### src/gauge_pkg.sv
// constants, register map and state codes of the gauge command block
`default_nettype none
package gauge_pkg;
    localparam logic [6:0] ADDR_COMMAND = 7'h00;
    localparam logic [6:0] ADDR_FLAGS = 7'h01;
    localparam logic [6:0] ADDR_TEMP_FUEL = 7'h02;
    localparam logic [6:0] ADDR_CHARGE_HIGH = 7'h03;
    localparam logic [6:0] ADDR_PACK_ID = 7'h04;
    localparam logic [6:0] ADDR_LEARNED = 7'h05;
    localparam logic [6:0] ADDR_SECONDARY = 7'h06;
    localparam logic [6:0] ADDR_STALE_COUNT = 7'h09;
    localparam logic [6:0] ADDR_OVERRIDE = 7'h0a;
    localparam logic [6:0] ADDR_FULL_TALLY = 7'h0b;
    localparam logic [6:0] ADDR_CHARGE_LOW = 7'h17;
    localparam logic [6:0] ADDR_SOFT_RESET = 7'h39;

    localparam int BIT_DIR = 7;
    localparam int BIT_SOFT_RESET = 7;
    localparam int FLAG_CHARGING = 7;
    localparam int FLAG_REPLACED = 6;
    localparam int FLAG_OVERVOLT = 5;
    localparam int FLAG_STALE = 4;
    localparam int FLAG_QUALIFIED = 3;
    localparam int FLAG_EMPTY = 1;

    // synchronised comparator pins
    localparam int PIN_CHARGE_SENSE = 0;
    localparam int PIN_SENSE_ABOVE_0V1 = 1;
    localparam int PIN_SENSE_ABOVE_2V0 = 2;
    localparam int PIN_SENSE_BELOW_0V90 = 3;
    localparam int PIN_SR_ABOVE_TH1 = 4;
    localparam int PIN_COUNT = 5;

    localparam logic [2:0] BIT_COUNT_LAST = 3'h7;
    localparam logic [2:0] BIT_COUNT_ZERO = 3'h0;
    localparam logic [7:0] BYTE_ZERO = 8'h00;
    localparam logic [6:0] STALE_CHARGES = 7'h40;
    localparam logic [6:0] STALE_ONE = 7'h01;
    localparam logic [6:0] STALE_ZERO = 7'h00;

    localparam int CLK_HZ = 10_000_000;
    localparam int BLINK_HZ = 4;
    localparam int BLINK_HALF_DEFAULT = CLK_HZ / (2 * BLINK_HZ);
    localparam int BLINK_CNT_W = 21;
    localparam logic [20:0] BLINK_CNT_ZERO = 21'h000000;
    localparam logic [20:0] BLINK_CNT_ONE = 21'h000001;

    typedef enum logic [1:0] {
        ST_CMD = 2'b00,
        ST_WDATA = 2'b01,
        ST_RDATA = 2'b10
    } link_state_t;
endpackage
`default_nettype wire
### src/gauge_command_regs_flags.sv
// command decoder, register bank and primary flag logic of the gauge
// Operation
// - command byte loads after eight received bits
// - bit 7 picks read reply or write
// - seven-bit address; bad write addresses dropped
// - flags register at 01h, fixed bit layout
// - charging flag follows charge sense pin, held low in discharge
// - pack-replaced set on sense rise with corrupt registers, or reset
// - pack-replaced held until full or empty
// - overvoltage flag follows pin, no latch
// - stale flag on 64th charge, cleared on update
// - qualified set on discharge starting full
// - qualified cleared by update, counters, cold empty
// - empty warning on low pin, rate gated
// - empty warning held until charge with recovery
// - empty warning blinks first segment at 4Hz
// - bytes travel least significant bit first
`default_nettype none
module gauge_command_regs_flags #(
    parameter int BLINK_HALF_CYCLES = gauge_pkg::BLINK_HALF_DEFAULT
) (
    input wire logic i_clk,
    input wire logic i_reset_n,
    input wire logic i_ce,
    input wire logic i_break,
    input wire logic i_rx_bit_valid,
    input wire logic i_rx_bit,
    output logic o_tx_valid,
    input wire logic i_tx_ready,
    output logic o_tx_bit,
    input wire logic [gauge_pkg::PIN_COUNT-1:0] i_sense_pins,
    input wire logic i_discharge_active,
    input wire logic i_reg_corrupt,
    input wire logic i_valid_charge,
    input wire logic i_learned_update,
    input wire logic i_charge_equals_learned,
    input wire logic i_discharge_start,
    input wire logic i_self_discharge_over_limit,
    input wire logic i_charge_256,
    input wire logic i_temp_below_zero,
    input wire logic i_first_segment_display,
    input wire logic [7:0] i_temp_fuel,
    input wire logic [7:0] i_charge_high,
    input wire logic [7:0] i_charge_low,
    input wire logic [7:0] i_learned_capacity,
    input wire logic [7:0] i_secondary_flags,
    input wire logic [7:0] i_stale_count,
    input wire logic [7:0] i_full_tally,
    output logic o_write_strobe,
    output logic [6:0] o_write_addr,
    output logic [7:0] o_write_data,
    output logic o_soft_reset,
    output logic [7:0] o_primary_flags,
    output logic o_first_led_segment
);
    import gauge_pkg::*;

    link_state_t state_reg, state_next;
    logic [2:0] bit_cnt_reg;
    logic [7:0] rx_shift_reg;
    logic [7:0] command_reg;
    logic [7:0] tx_shift_reg;
    logic [7:0] pack_id_reg;
    logic [PIN_COUNT-1:0] sync1_reg, sync2_reg;
    logic sense_low_prev_reg;
    logic charging_flag_reg, pack_replaced_flag_reg, cell_overvoltage_flag_reg;
    logic capacity_stale_flag_reg, qualified_discharge_flag_reg;
    logic empty_warning_flag_reg;
    logic [6:0] stale_cnt_reg;
    logic [BLINK_CNT_W-1:0] blink_cnt_reg;
    logic blink_phase_reg;
    logic strobe_reg, soft_reset_reg, led_reg;
    logic [6:0] waddr_reg;
    logic [7:0] wdata_reg;

    // receive path: new bit enters at the top, so the lsb arrives first
    wire rx_take = i_ce && i_rx_bit_valid && (state_reg != ST_RDATA);
    wire rx_last = rx_take && (bit_cnt_reg == BIT_COUNT_LAST);
    wire [7:0] rx_byte = {i_rx_bit, rx_shift_reg[7:1]};
    wire cmd_load = rx_last && (state_reg == ST_CMD);
    wire data_done = rx_last && (state_reg == ST_WDATA);
    wire tx_take = i_ce && o_tx_valid && i_tx_ready;
    wire tx_last = tx_take && (bit_cnt_reg == BIT_COUNT_LAST);
    wire [6:0] cmd_addr = command_reg[6:0];
    wire [6:0] load_addr = rx_byte[6:0];

    wire addr_writable = (cmd_addr == ADDR_CHARGE_HIGH) ||
        (cmd_addr == ADDR_PACK_ID) || (cmd_addr == ADDR_LEARNED) ||
        (cmd_addr == ADDR_OVERRIDE) || (cmd_addr == ADDR_SOFT_RESET);
    wire write_go = data_done && addr_writable;
    wire soft_reset_go = write_go && (cmd_addr == ADDR_SOFT_RESET) &&
        rx_byte[BIT_SOFT_RESET];

    // flag register layout, unused bits tied low
    wire [7:0] flags_byte = {charging_flag_reg, pack_replaced_flag_reg,
        cell_overvoltage_flag_reg, capacity_stale_flag_reg,
        qualified_discharge_flag_reg, 1'b0, empty_warning_flag_reg,
        1'b0};

    // write-only and unmapped addresses outside the list return zero
    logic [7:0] read_value;
    always_comb begin
        unique case (load_addr)
            ADDR_FLAGS: read_value = flags_byte;
            ADDR_TEMP_FUEL: read_value = i_temp_fuel;
            ADDR_CHARGE_HIGH: read_value = i_charge_high;
            ADDR_PACK_ID: read_value = pack_id_reg;
            ADDR_LEARNED: read_value = i_learned_capacity;
            ADDR_SECONDARY: read_value = i_secondary_flags;
            ADDR_STALE_COUNT: read_value = i_stale_count;
            ADDR_FULL_TALLY: read_value = i_full_tally;
            ADDR_CHARGE_LOW: read_value = i_charge_low;
            default: read_value = BYTE_ZERO;
        endcase
    end

    always_comb begin
        state_next = state_reg;
        unique case (state_reg)
            ST_CMD: begin
                if (cmd_load) begin
                    state_next = rx_byte[BIT_DIR] ? ST_WDATA : ST_RDATA;
                end
            end
            ST_WDATA: begin
                if (data_done) begin
                    state_next = ST_CMD;
                end
            end
            ST_RDATA: begin
                if (tx_last) begin
                    state_next = ST_CMD;
                end
            end
            default: state_next = ST_CMD;
        endcase
        // a break aborts any exchange and readies for a command
        if (i_ce && i_break) begin
            state_next = ST_CMD;
        end
    end

    assign o_tx_valid = (state_reg == ST_RDATA);
    assign o_tx_bit = tx_shift_reg[0];
    assign o_write_strobe = strobe_reg;
    assign o_write_addr = waddr_reg;
    assign o_write_data = wdata_reg;
    assign o_soft_reset = soft_reset_reg;
    assign o_primary_flags = flags_byte;
    assign o_first_led_segment = led_reg;

    always_ff @(posedge i_clk or negedge i_reset_n) begin
        if (!i_reset_n) begin
            state_reg <= ST_CMD;
            bit_cnt_reg <= BIT_COUNT_ZERO;
            rx_shift_reg <= BYTE_ZERO;
            command_reg <= BYTE_ZERO;
            tx_shift_reg <= BYTE_ZERO;
        end else if (i_ce) begin
            state_reg <= state_next;
            if (i_break || cmd_load || data_done || tx_last) begin
                bit_cnt_reg <= BIT_COUNT_ZERO;
            end else if (rx_take || tx_take) begin
                bit_cnt_reg <= bit_cnt_reg + 3'h1;
            end
            if (rx_take) begin
                rx_shift_reg <= rx_byte;
            end
            if (cmd_load) begin
                command_reg <= rx_byte;
                tx_shift_reg <= read_value;
            end else if (tx_take) begin
                tx_shift_reg <= {1'b0, tx_shift_reg[7:1]};
            end
        end
    end

    // write side effects, one cycle pulses
    always_ff @(posedge i_clk or negedge i_reset_n) begin
        if (!i_reset_n) begin
            strobe_reg <= 1'b0;
            soft_reset_reg <= 1'b0;
            waddr_reg <= STALE_ZERO;
            wdata_reg <= BYTE_ZERO;
            pack_id_reg <= BYTE_ZERO;
        end else if (i_ce) begin
            strobe_reg <= write_go;
            soft_reset_reg <= soft_reset_go;
            if (write_go) begin
                waddr_reg <= cmd_addr;
                wdata_reg <= rx_byte;
            end
            if (write_go && (cmd_addr == ADDR_PACK_ID)) begin
                pack_id_reg <= rx_byte;
            end
        end
    end

    // comparator pins are asynchronous to the core clock
    always_ff @(posedge i_clk or negedge i_reset_n) begin
        if (!i_reset_n) begin
            sync1_reg <= '0;
            sync2_reg <= '0;
        end else if (i_ce) begin
            sync1_reg <= i_sense_pins;
            sync2_reg <= sync1_reg;
        end
    end

    wire sense_rise = sync2_reg[PIN_SENSE_ABOVE_0V1] && sense_low_prev_reg;
    wire empty_set = sync2_reg[PIN_SENSE_BELOW_0V90] &&
        !sync2_reg[PIN_SR_ABOVE_TH1];
    wire empty_rise = empty_set && !empty_warning_flag_reg;
    wire empty_clr = i_valid_charge &&
        !sync2_reg[PIN_SENSE_BELOW_0V90];
    wire replaced_set = (sense_rise && i_reg_corrupt) || soft_reset_go;
    wire replaced_clr = (i_valid_charge && i_charge_equals_learned) ||
        empty_rise;
    wire stale_hit = i_valid_charge &&
        (stale_cnt_reg == STALE_CHARGES - STALE_ONE);
    wire stale_room = (stale_cnt_reg != STALE_CHARGES);
    wire qual_set = i_discharge_start && i_charge_equals_learned;
    wire qual_clr = i_learned_update || i_self_discharge_over_limit ||
        i_charge_256 || (empty_rise && i_temp_below_zero);

    // every sticky flag lets its set beat a simultaneous clear
    always_ff @(posedge i_clk or negedge i_reset_n) begin
        if (!i_reset_n) begin
            sense_low_prev_reg <= 1'b0;
            charging_flag_reg <= 1'b0;
            pack_replaced_flag_reg <= 1'b1;
            cell_overvoltage_flag_reg <= 1'b0;
            capacity_stale_flag_reg <= 1'b1;
            qualified_discharge_flag_reg <= 1'b0;
            empty_warning_flag_reg <= 1'b0;
            stale_cnt_reg <= STALE_ZERO;
        end else if (i_ce) begin
            sense_low_prev_reg <= !sync2_reg[PIN_SENSE_ABOVE_0V1];
            charging_flag_reg <= sync2_reg[PIN_CHARGE_SENSE] &&
                !i_discharge_active;
            cell_overvoltage_flag_reg <= sync2_reg[PIN_SENSE_ABOVE_2V0];
            if (replaced_set) begin
                pack_replaced_flag_reg <= 1'b1;
            end else if (replaced_clr) begin
                pack_replaced_flag_reg <= 1'b0;
            end
            // count saturates at the threshold, no wrap
            if (stale_hit || soft_reset_go) begin
                capacity_stale_flag_reg <= 1'b1;
            end else if (i_learned_update) begin
                capacity_stale_flag_reg <= 1'b0;
            end
            if (i_learned_update) begin
                stale_cnt_reg <= STALE_ZERO;
            end else if (i_valid_charge && stale_room) begin
                stale_cnt_reg <= stale_cnt_reg + STALE_ONE;
            end
            if (qual_set) begin
                qualified_discharge_flag_reg <= 1'b1;
            end else if (qual_clr) begin
                qualified_discharge_flag_reg <= 1'b0;
            end
            if (empty_set) begin
                empty_warning_flag_reg <= 1'b1;
            end else if (empty_clr) begin
                empty_warning_flag_reg <= 1'b0;
            end
        end
    end

    // blink timer restarts so the warning starts with the segment lit
    wire blink_wrap = (blink_cnt_reg ==
        BLINK_CNT_W'(BLINK_HALF_CYCLES - 1));
    always_ff @(posedge i_clk or negedge i_reset_n) begin
        if (!i_reset_n) begin
            blink_cnt_reg <= BLINK_CNT_ZERO;
            blink_phase_reg <= 1'b1;
            led_reg <= 1'b0;
        end else if (i_ce) begin
            if (!empty_warning_flag_reg || blink_wrap) begin
                blink_cnt_reg <= BLINK_CNT_ZERO;
            end else begin
                blink_cnt_reg <= blink_cnt_reg + BLINK_CNT_ONE;
            end
            if (!empty_warning_flag_reg) begin
                blink_phase_reg <= 1'b1;
            end else if (blink_wrap) begin
                blink_phase_reg <= !blink_phase_reg;
            end
            led_reg <= empty_warning_flag_reg ? blink_phase_reg :
                i_first_segment_display;
        end
    end
endmodule
`default_nettype wire

### config.mk
export PLATFORM = sky130hd
export DESIGN_NAME = gauge_command_regs_flags
export DESIGN_NICKNAME = d
export VERILOG_FILES = /design/src/gauge_pkg.sv /design/src/gauge_command_regs_flags.sv
export SDC_FILE = /design/constraint.sdc
export NUM_CORES = 1
export LEC_CHECK = 0
export ABC_CLOCK_PERIOD_IN_PS = 2600
export BUFFER_PORTS_ARGS = -buffer_cell sky130_fd_sc_hd__buf_2
export CELL_PAD_IN_SITES_DETAIL_PLACEMENT = 1
export CELL_PAD_IN_SITES_GLOBAL_PLACEMENT = 2
export CORE_MARGIN = 2
export CORE_UTILIZATION = 35
export CTS_CLUSTER_SIZE = 30
export DETAILED_ROUTE_END_ITERATION = 12
export GPL_TIMING_DRIVEN = 0
export PLACE_DENSITY_LB_ADDON = 0.2
export SLEW_MARGIN = 20
export SYNTH_ARGS = -nofsm -noshare
export SYNTH_HDL_FRONTEND = slang
export SYNTH_SLANG_ARGS = --single-unit
### constraint.sdc
create_clock -name i_clk -period 2.6 [get_ports i_clk]
set_input_delay 0.52 -clock i_clk [delete_from_list [all_inputs] [get_ports i_clk]]
set_output_delay 0.52 -clock i_clk [all_outputs]
set_load 0.03 [all_outputs]
==> key figures, run 1 <==
Die
  – Initial Util: 0.357
  – Die Ht: 128 µm
  – Core area: 15100 µm²
  – Rows: 45
  – Die area: 16400 µm²
  – IO Count: 106
  – Die Span X: 128 µm

Layout
  – Share of cells above drive strength 1: 0.290
  – Ant. Diodes: 0
  – Most frequent cells in the layout: buf_2 (103), dfrtp_1 (96), nand2_1 (51)
  – Layout net count: 737
  – Commonest non-fill, non-tap cell in the layout: buf_2
  – Max FFs per register: 21
  – Syn-to-layout area delta: 20.8%
  – Sequential cell area: 2480 µm²
  – Final Cell Area: 6500 µm²
  – Non-filler cells, final: 847
  – Multi-input logic area: 2670 µm²
  – FILL cells: 1753

Clock network
  – Reg clk slew, reported paths: 0.07 ns
  – Clock Latency Late Sink: 0.36 ns
  – Post-CTS Hold Fix Bufs: 0
  – H-tree Lvls: 3
  – Max clock buf depth: 2
  – Root buffer cell: clkbuf_16
  – Cts bufs inserted: 9
  – Clock Sinks: 99
  – CTS tree: built

Global routing
  – First-pass GRT wire length: 25.7 mm
  – Largest net degree at the start of global routing: 65
  – Initial antenna violation count: 0
  – Total GRT Usage: 0.204
  – Vias in the first global route: 4729
  – Global route overflow: 0

Critical path
  – WP data arrival: 2.86 ns
  – Crit-path cells: ha_1 -> ha_1 -> nand4b_1 -> or2_2 -> nor3_2 -> mux2_2
  – Worst path slowest cell: nor3_2
  – CP bufs+invs: 0
  – Worst Path Class, Setup: flop to flop
  – Crit path launch type: flop
  – Critical path peak fanout: 8
  – Worst setup EP type: flop
  – Data required, critical path: 2.85 ns
  – CP top delay family: simple AND/OR/NAND/NOR gates
  – Worst path most repeated cell: ha_1
  – Max stage delay on crit path: 0.68 ns

Detailed routing
  – Average wire per standard cell: 19.1 µm
  – Via count: 4625
  – Antenna-violating nets left: 0
  – Drt first-iter violations: 213
  – Routed wire length: 16.2 mm
  – DRC viols: 0
  – Number of vias per cell: 5.46
  – TritonRoute pass-1 iters: 4

Logic synthesis
  – Post-synth EDFFs: 0
  – Fraction of registers with async set or reset after synthesis: 1.00
  – Synthesized cell area: 5380 µm²
  – Ys flop type: dfrtp_1
  – Synthesized flop and latch total: 99
  – Mapped Cells: 536
  – Sequential area share after synthesis: 0.461
  – Yosys warnings: 0
  – Distinct cells, synth: 61
  – Syn Area/Cell: 10.0 µm²

Power
  – Pwr dens: 678 nW/µm²
  – Logic pwr share: 0.285
  – Sw Share: 0.346
  – P_leak: 0.00295 µW
  – P_int: 2880 µW
  – Net Sw Power: 1530 µW
  – Reg power frac: 0.405
  – Maximum VDD drop: 0.000404 V
  – Total power: 4410 µW
  – Clock power frac: 0.310

Placed design
  – DP Area: 6180 µm²
  – IO Port Bufs: 103
  – Placed insts: 829
  – HPWL Detailed: 11.9 mm
  – GPL Wtd Cong: 0.789

Timing
  – Slew HR: 0.448
  – Fmax: 383 MHz
  – Tmin final: 2.61 ns
  – Tightest Pin Transition: 0.823 ns
  – RSZ-0062 raised after global routing: true
  – Max Clock Skew: 0.00684 ns
  – Slew Viols, Final: 0
  – Final setup viols: 8
  – Setup WS post-layout: -0.0120 ns
  – Post-route clock period utilization: 1.00
  – Final hold viol count: 0

Flow run
  – Max-Cap Viols: 0

Run status
  – Status: finished with violations
  – Failing checks: negative setup slack

Worst hold path
  – Hold Path Class: input pin to async pin
## worst paths after layout
check                           slack, ns  cells after the start                from                       to
min in group i_clk                   0.33                      2  i_discharge_active        charging_flag_reg
worst min register to register       0.49                      1        sync2_reg[1]       sense_low_prev_reg
max in group asynchronous            1.84                      2           i_reset_n  capacity_stale_flag_reg
worst min-delay path                 0.05                      1           i_reset_n          o_write_addr[4]
worst max register to register      -0.01                      6      bit_cnt_reg[0]           pack_id_reg[1]
worst max-delay path                -0.01                      6      bit_cnt_reg[0]           pack_id_reg[1]
## stage by stage
step	setup WS (ns)	TNS (ns)	hold WS, ns	util
floorplan	0.334	0	0.224	-
global placement	-0.180	-16.67	0.461	0.407
detailed placement	-0.186	-1.37	0.454	0.410
CTS	0.00392	0	0.0611	0.430
global route	-0.137	-1.50	0.0666	0.431
finish	-0.0120	-0.0627	0.0523	0.431
## cells in the mapped netlist (7+ instances only)
cell,instances,area [µm²]
buf_4,8,60.1
inv_1,19,71.3
o2bb2ai_1,11,96.3
nand3_1,15,75.1
nor2_1,30,113
a21oi_1,17,85.1
nor3_1,7,35.0
nand3b_1,9,67.6
o21ai_0,28,140
clkbuf_1,19,71.3
and3_1,11,68.8
a22oi_1,10,75.1
nand2_1,51,191
or3_1,8,50.1
dfrtp_1,96,2400
xnor2_1,12,105
nor4_1,11,68.8
nand4_1,11,68.8
mux2i_1,17,170
buf_1,8,30.0
mux2_2,45,507
## final cells by class
type,instances,share of cell area
Tap cell,188,0.0362
Clock buffer,11,0.0389
Buffer,37,0.0275
Inverter,20,0.0115
Timing Repair Buffer,106,0.0868
Clock inverter,5,0.00654
Multi-Input combinational cell,381,0.411
Sequential cell,99,0.382
## kinds of logic (layout without fill, tap and decap cells)
| family | after synthesis | after routing | synth area share |
|---|---|---|---|
| other cells | 1 | 2 | 0.000697 |
| simple gates | 189 | 189 | 0.189 |
| flops | 99 | 99 | 0.461 |
| mux | 62 | 62 | 0.126 |
| xor+xnor | 15 | 15 | 0.0244 |
| buf+inv | 57 | 179 | 0.0470 |
| fa+ha+maj | 5 | 5 | 0.0116 |
| compound gates | 108 | 108 | 0.140 |
## worst register-to-register path, stage by stage, from the launching register on
cell,delay (ns)
dfrtp_1,0.36
ha_1,0.17
ha_1,0.21
nand4b_1,0.26
or2_2,0.40
nor3_2,0.68
mux2_2,0.42
## power by group through the flow
stage	Sequential, µW	Combinational, µW	Clock, µW
global placement	1800	1210	0
CTS	1790	1250	1410
floorplan	1780	826	0
global route	1810	1380	1470
detailed placement	1810	1250	0
finish	1790	1260	1370
## repair_timing
item,4_1_cts,5_1_grt
resized for setup,1,2
setup buffers,0,2
endpoints found under the setup margin,14,24
pin swaps,1,1
## layer usage
metal  up-vias  track usage  share of wire
li1       2204            -              -
met1      2316        0.265           0.45
met2        91        0.345           0.50
met3        14       0.0376          0.035
met4         0       0.0659          0.017
met5         -            0              0
No activity file was read; power rests on OpenSTA's default activity.
==> run 2: changes to the inputs <==
- CELL_PAD_IN_SITES_DETAIL_PLACEMENT: 1 -> 0
==> run 2 against run 1 <==
Against the previous run:
- the run now ends clean
- cell count is 0.12% higher
- core utilization is 0.49 points higher
- total power is 3.9% higher
- critical path depth stayed put
- worst setup slack better by 0.019 ns
- count of clock-buffer cells in the layout is 1 lower
- sequential share of layout area is 0.43 points lower
- non-clock buffer count is 1 higher
==> key figures, run 2 (same netlist as run 1, synthesis figures left out) <==
Layout
  – Share of cells above drive strength 1: 0.292 (+0.00259)
  – Most frequent cells in the layout: buf_2 (103), dfrtp_1 (96), nand2_1 (51)
  – Layout net count: 738 (+0.14%)
  – Ant. Diodes: 0 (unchanged)
  – Commonest non-fill, non-tap cell in the layout: buf_2
  – Syn-to-layout area delta: 22.2%
  – Max FFs per register: 21 (unchanged)
  – Non-filler cells, final: 848 (+0.12%)

Clock network
  – Clock Latency Late Sink: 0.35 ns (about the same)
  – CTS tree: built
  – Post-CTS Hold Fix Bufs: 0 (unchanged)
  – Cts bufs inserted: 9 (unchanged)
  – Clock Sinks: 99 (unchanged)
  – Reg clk slew, reported paths: 0.07 ns (about the same)
  – H-tree Lvls: 3 (unchanged)
  – Root buffer cell: clkbuf_16
  – Max clock buf depth: 2 (unchanged)

Die
  – Die area: 16400 µm² (unchanged)
  – Core area: 15100 µm² (unchanged)
  – Rows: 45 (unchanged)
  – Die Span X: 128 µm (unchanged)
  – Die Ht: 128 µm (unchanged)
  – Initial Util: 0.357 (unchanged)
  – IO Count: 106 (unchanged)

Critical path
  – Critical path peak fanout: 8 (unchanged)
  – Worst path slowest cell: nor3_2
  – Crit path launch type: flop
  – CP top delay family: simple AND/OR/NAND/NOR gates
  – WP data arrival: 2.83 ns (-0.03 ns)
  – Worst setup EP type: flop
  – Data required, critical path: 2.84 ns (about the same)
  – Crit-path cells: ha_1 -> ha_1 -> nand4b_1 -> or2_2 -> nor3_2 -> mux2_2
  – Worst path most repeated cell: ha_1
  – Worst Path Class, Setup: flop to flop
  – Max stage delay on crit path: 0.67 ns (about the same)
  – CP bufs+invs: 0 (unchanged)

Placed design
  – Placed insts: 829 (unchanged)
  – Setup WS pre-CTS: -0.179 ns (+0.00656 ns)
  – HPWL Detailed: 11.3 mm (-5.1%)
  – GPL Wtd Cong: 0.789 (unchanged)
  – IO Port Bufs: 103 (unchanged)

Detailed routing
  – Via count: 4624 (-0.022%)
  – DRC viols: 0 (unchanged)
  – TritonRoute pass-1 iters: 5 (+1)
  – Average wire per standard cell: 18.3 µm (-4.5%)
  – Drt first-iter violations: 266 (+25%)
  – Number of vias per cell: 5.45 (-0.14%)
  – Antenna-violating nets left: 0 (unchanged)
  – Routed wire length: 15.5 mm (-4.4%)

Timing
  – Setup WS post-layout: 0.00707 ns (+0.0190 ns)
  – Post-route clock period utilization: 0.997 (-0.00732)
  – Fin Setup TNS: 0 ns (+0.0627 ns)
  – Fmax: 386 MHz (+0.73%)
  – Tmin final: 2.59 ns (-0.0190 ns)
  – RSZ-0062 raised after global routing: true
  – Slew HR: 0.456 (+0.00722)
  – Final hold viol count: 0 (unchanged)
  – Tightest Pin Transition: 0.812 ns (-0.0108 ns)
  – Max Clock Skew: 0.00526 ns (-0.00158 ns)
  – Final setup viols: 0 (-8)
  – Slew Viols, Final: 0 (unchanged)

Global routing
  – GR Util met1: 0.252 (-0.0129)
  – M2 GR Usage: 0.325 (-0.0198)
  – Initial antenna violation count: 0 (unchanged)
  – Most crowded layer after global routing: met2
  – First-pass GRT wire length: 24.6 mm (-4.2%)
  – Largest net degree at the start of global routing: 65 (unchanged)
  – Global route overflow: 0 (unchanged)
  – Vias in the first global route: 4607 (-2.6%)
  – Grt met3 use: 0.0472 (+0.00960)
  – Total GRT Usage: 0.193 (-0.0104)

Power
  – Pwr dens: 696 nW/µm² (+2.7%)
  – P_leak: 0.00298 µW (+1.2%)
  – Maximum VDD drop: 0.000367 V (-9.3%)

Worst hold path
  – Hold Path Class: input pin to async pin

Flow run
  – Max-Cap Viols: 0 (unchanged)

Run status
  – Status: complete, no violations
## run 2: cell count changes in the layout (fill, tap and decap cells not counted)
cell       before  now
buf_12          0    2
clkbuf_8        2    1
buf_4          10    9
inv_8           0    1
clkbuf_2        1    2
buf_1           8    7
bufinv_16       0    2
inv_6           3    1
## run 2: per-stage QoR
stage / hold slack [ns] / total power [µW] / utilization / area, µm²
2_1_floorplan: 0.224 / 2600 / - / 5390
3_3_place_gp: 0.461 / 3010 / 0.407 / 6140
3_5_place_dp: 0.451 / 3040 / 0.410 / 6180
4_1_cts: 0.0648 / 4580 / 0.432 / 6520
5_1_grt: 0.0676 / 4820 / 0.436 / 6570
6_report: 0.0618 / 4580 / 0.436 / 6570
## run 2: what timing repair did
action / 4_1_cts / 5_1_grt
buffers inserted: 0 / 3
pin swaps: 0 / 1
endpoints found under the setup margin: 4 / 32
endpoints found under the hold margin: 0 / 0
resized for setup: 1 / 3
## run 2: cell type report
class                      instances  area, µm²
buffer                            37        180
clock buffer                      10        239
clock inverter                     6       96.3
fill                            1501       8520
inverter                          20       75.1
multi-input combinational        381       2670
sequential                        99       2480
tap                              188        235
timing repair buffer             107        597
## run 2: path summary, 6_finish.rpt
kind                                     from                      to  slack [ns]  cells past startpoint
setup / recovery               bit_cnt_reg[0]          pack_id_reg[3]       0.007                      6
hold / removal                      i_reset_n         o_write_addr[5]        0.06                      1
setup reg to reg               bit_cnt_reg[0]          pack_id_reg[3]       0.007                      6
hold reg to reg                  sync2_reg[1]      sense_low_prev_reg        0.49                      1
max in group asynchronous           i_reset_n  pack_replaced_flag_reg        1.86                      2
min in group i_clk         i_discharge_active       charging_flag_reg        0.34                      2
## run 2: layer usage
metal | wire [µm] | vias up
met5 | 0 | -
met4 | 180 | 0
met3 | 671 | 15
met2 | 7540 | 122
met1 | 7080 | 2294
li1 | - | 2193
## run 2: power by group
| group | total [µW] | switching (µW) | internal (µW) |
|---|---|---|---|
| Sequential | 1780 | 119 | 1660 |
| Combinational | 1280 | 746 | 531 |
| Clock | 1520 | 635 | 882 |
| Total | 4580 | 1500 | 3080 |
==> run 3: changes to the inputs <==
- MAX_ROUTING_LAYER: not set -> met4
- PLACE_DENSITY: not set -> 0.79
- PLACE_DENSITY_LB_ADDON: 0.2 -> not set
==> run 3 against run 2 <==
Against the previous run:
- first-iteration DRC count shrank 17%
- die area is the same
- critical path type unchanged
- via count down 1.5%
- count of clock-buffer cells in the layout did not move
- worst hold slack worse by 0.040 ns
- cell count shrank 0.24%
- design area is 1.0% lower
- worst setup slack improved by 0.19 ns
- sequential share of layout area up 0.38 points
- combinational power barely moved
- highest routed layer unchanged
- core utilization decreased by 0.44 points
- critical endpoint is now tx_shift_reg[5]
- global-route usage is essentially flat
==> key figures, run 3 (same netlist as run 1, synthesis figures left out) <==
Timing
  – Fmax: 417 MHz (+8.0%)
  – Tightest Pin Transition: 0.894 ns (+0.0814 ns)
  – Slew Viols, Final: 0 (unchanged)
  – RSZ-0062 raised after global routing: false
  – Post-route clock period utilization: 0.923 (-0.0741)
  – Setup WS post-layout: 0.200 ns (+0.193 ns)
  – Max Clock Skew: 0.00766 ns (+0.00240 ns)
  – Final setup viols: 0 (unchanged)
  – Tmin final: 2.40 ns (-0.193 ns)
  – Final hold viol count: 0 (unchanged)
  – Slew HR: 0.399 (-0.0568)

Layout
  – Share of cells above drive strength 1: 0.287 (-0.00519)
  – Commonest non-fill, non-tap cell in the layout: buf_2
  – Syn-to-layout area delta: 20.9%
  – Layout net count: 737 (-0.14%)
  – Final core utilization: 0.431 (-0.00440)
  – FILL cells: 1512 (+0.73%)
  – Ant. Diodes: 0 (unchanged)
  – Most frequent cells in the layout: buf_2 (103), dfrtp_1 (96), nand2_1 (51)
  – Max FFs per register: 21 (unchanged)

Critical path
  – Worst r2r src: bit_cnt_reg[0]
  – Worst setup EP type: flop
  – Critical path peak fanout: 10 (+2)
  – Crit path launch type: flop
  – Worst Path Class, Setup: flop to flop
  – WP data arrival: 2.64 ns (-0.19 ns)
  – Reg-to-Reg End: tx_shift_reg[5]
  – Data required, critical path: 2.84 ns (about the same)
  – R2R setup slack: 0.20 ns (+0.19 ns)
  – FF-to-FF path depth: 8 (+2)

Placed design
  – GPL Wtd Cong: 0.868 (+9.9%)
  – IO Port Bufs: 103 (unchanged)
  – Setup WS pre-CTS: -0.112 ns (+0.0666 ns)
  – HPWL Detailed: 10.8 mm (-4.1%)

Clock network
  – CTS tree: built
  – Clock Sinks: 99 (unchanged)
  – Post-CTS Hold Fix Bufs: 0 (unchanged)
  – Clock Latency Late Sink: 0.35 ns (about the same)
  – Max clock buf depth: 2 (unchanged)
  – Root buffer cell: clkbuf_16
  – Reg clk slew, reported paths: 0.07 ns (about the same)
  – Cts bufs inserted: 9 (unchanged)
  – H-tree Lvls: 3 (unchanged)

Power
  – Total power: 4320 µW (-5.5%)
  – P_int: 2850 µW (-7.3%)
  – Pwr dens: 664 nW/µm² (-4.6%)
  – Sw Share: 0.341 (+0.0128)
  – Logic pwr share: 0.292 (+0.013)
  – P_leak: 0.00294 µW (-1.5%)
  – Clock power frac: 0.296 (-0.036)
  – Net Sw Power: 1470 µW (-1.8%)
  – Maximum VDD drop: 0.000340 V (-7.4%)
  – Reg power frac: 0.412 (+0.022)

Detailed routing
  – Routed wire length: 14.9 mm (-3.8%)
  – DRC viols: 0 (unchanged)
  – Number of vias per cell: 5.38 (-1.3%)
  – Average wire per standard cell: 17.6 µm (-3.6%)
  – TritonRoute pass-1 iters: 5 (unchanged)
  – Antenna-violating nets left: 0 (unchanged)
  – Drt first-iter violations: 220 (-17%)
  – Via count: 4554 (-1.5%)

Die
  – Die Ht: 128 µm (unchanged)
  – Core area: 15100 µm² (unchanged)
  – Die Span X: 128 µm (unchanged)
  – IO Count: 106 (unchanged)
  – Die area: 16400 µm² (unchanged)
  – Initial Util: 0.357 (unchanged)
  – Rows: 45 (unchanged)

Global routing
  – GR Util met1: 0.269 (+0.0176)
  – M2 GR Usage: 0.284 (-0.0406)
  – Vias in the first global route: 4413 (-4.2%)
  – First-pass GRT wire length: 23.7 mm (-3.6%)
  – Initial antenna violation count: 0 (unchanged)
  – Most crowded layer after global routing: met2
  – Global route overflow: 0 (unchanged)
  – Grt met3 use: 0.0484 (+0.00125)
  – Largest net degree at the start of global routing: 76 (+17%)
  – Total GRT Usage: 0.193 (-0.000245)

Worst hold path
  – Hold Path Class: input pin to async pin

Flow run
  – Max-Cap Viols: 0 (unchanged)

Run status
  – Status: complete, no violations
[run 3: area by class of cell]
cell class                      count  area (µm²)  share of cell area
Timing Repair Buffer              106         577              0.0886
Clock buffer                       10         239              0.0367
Buffer                             37         178              0.0273
Sequential cell                    99        2480               0.381
Inverter                           20        75.1              0.0115
Multi-Input combinational cell    381        2690               0.413
Clock inverter                      5        37.5             0.00577
Tap cell                          188         235              0.0361
[run 3: power groups by stage]
| stage | logic, µW | clock network (µW) | registers, µW |
|---|---|---|---|
| finish | 1260 | 1280 | 1780 |
| global route | 1380 | 1380 | 1800 |
| CTS | 1240 | 1320 | 1780 |
| detailed placement | 1240 | 0 | 1810 |
| global placement | 1220 | 0 | 1800 |
| floorplan | 826 | 0 | 1780 |
[run 3: layer usage]
| metal | share of wire | vias to the layer above | routed length [µm] |
|---|---|---|---|
| met5 | 0 | - | 0 |
| met4 | 0.0098 | 0 | 146 |
| met3 | 0.054 | 11 | 798 |
| met2 | 0.45 | 125 | 6710 |
| met1 | 0.49 | 2218 | 7230 |
| li1 | - | 2200 | - |
[run 3: worst max path at each step]
stage	start	end	slack [ns]	cells after the start
after floorplan	blink_cnt_reg[13]	blink_cnt_reg[10]	0.33	5
after global placement	i_reset_n	tx_shift_reg[3]	-0.1	1
after detailed placement	i_ce	blink_cnt_reg[17]	-0.11	6
after CTS	blink_cnt_reg[13]	blink_cnt_reg[7]	0.06	5
after global routing	rx_shift_reg[2]	tx_shift_reg[7]	0.03	6
final	bit_cnt_reg[0]	tx_shift_reg[5]	0.20	8
[run 3: repair_timing]
| item | in CTS | in global routing |
|---|---|---|
| gates cloned | 0 | 0 |
| endpoints found under the setup margin | 9 | 22 |
| resized for setup | 1 | 2 |
| pin swaps | 1 | 1 |
| setup buffers | 0 | 2 |
[run 3: per-stage QoR]
step | hold WS [ns] | instances | instance area [µm²] | setup TNS [ns]
2_1_floorplan | 0.224 | 537 | 5390 | 0
3_3_place_gp | 0.459 | 828 | 6140 | -9.29
3_5_place_dp | 0.399 | 829 | 6180 | -0.570
4_1_cts | 0.0200 | 844 | 6460 | 0
5_1_grt | 0.0225 | 846 | 6510 | 0
6_report | 0.0214 | 846 | 6510 | 0
[run 3: worst max-delay path, cell delays in order, from the launching register on]
cell and delay [ns]:
dfrtp_1 0.38, ha_1 0.20, ha_1 0.21, nand4b_1 0.21, nand2b_1 0.14, clkbuf_1 0.34, clkbuf_1 0.47, o21ai_0 0.19
o31a_1 0.14
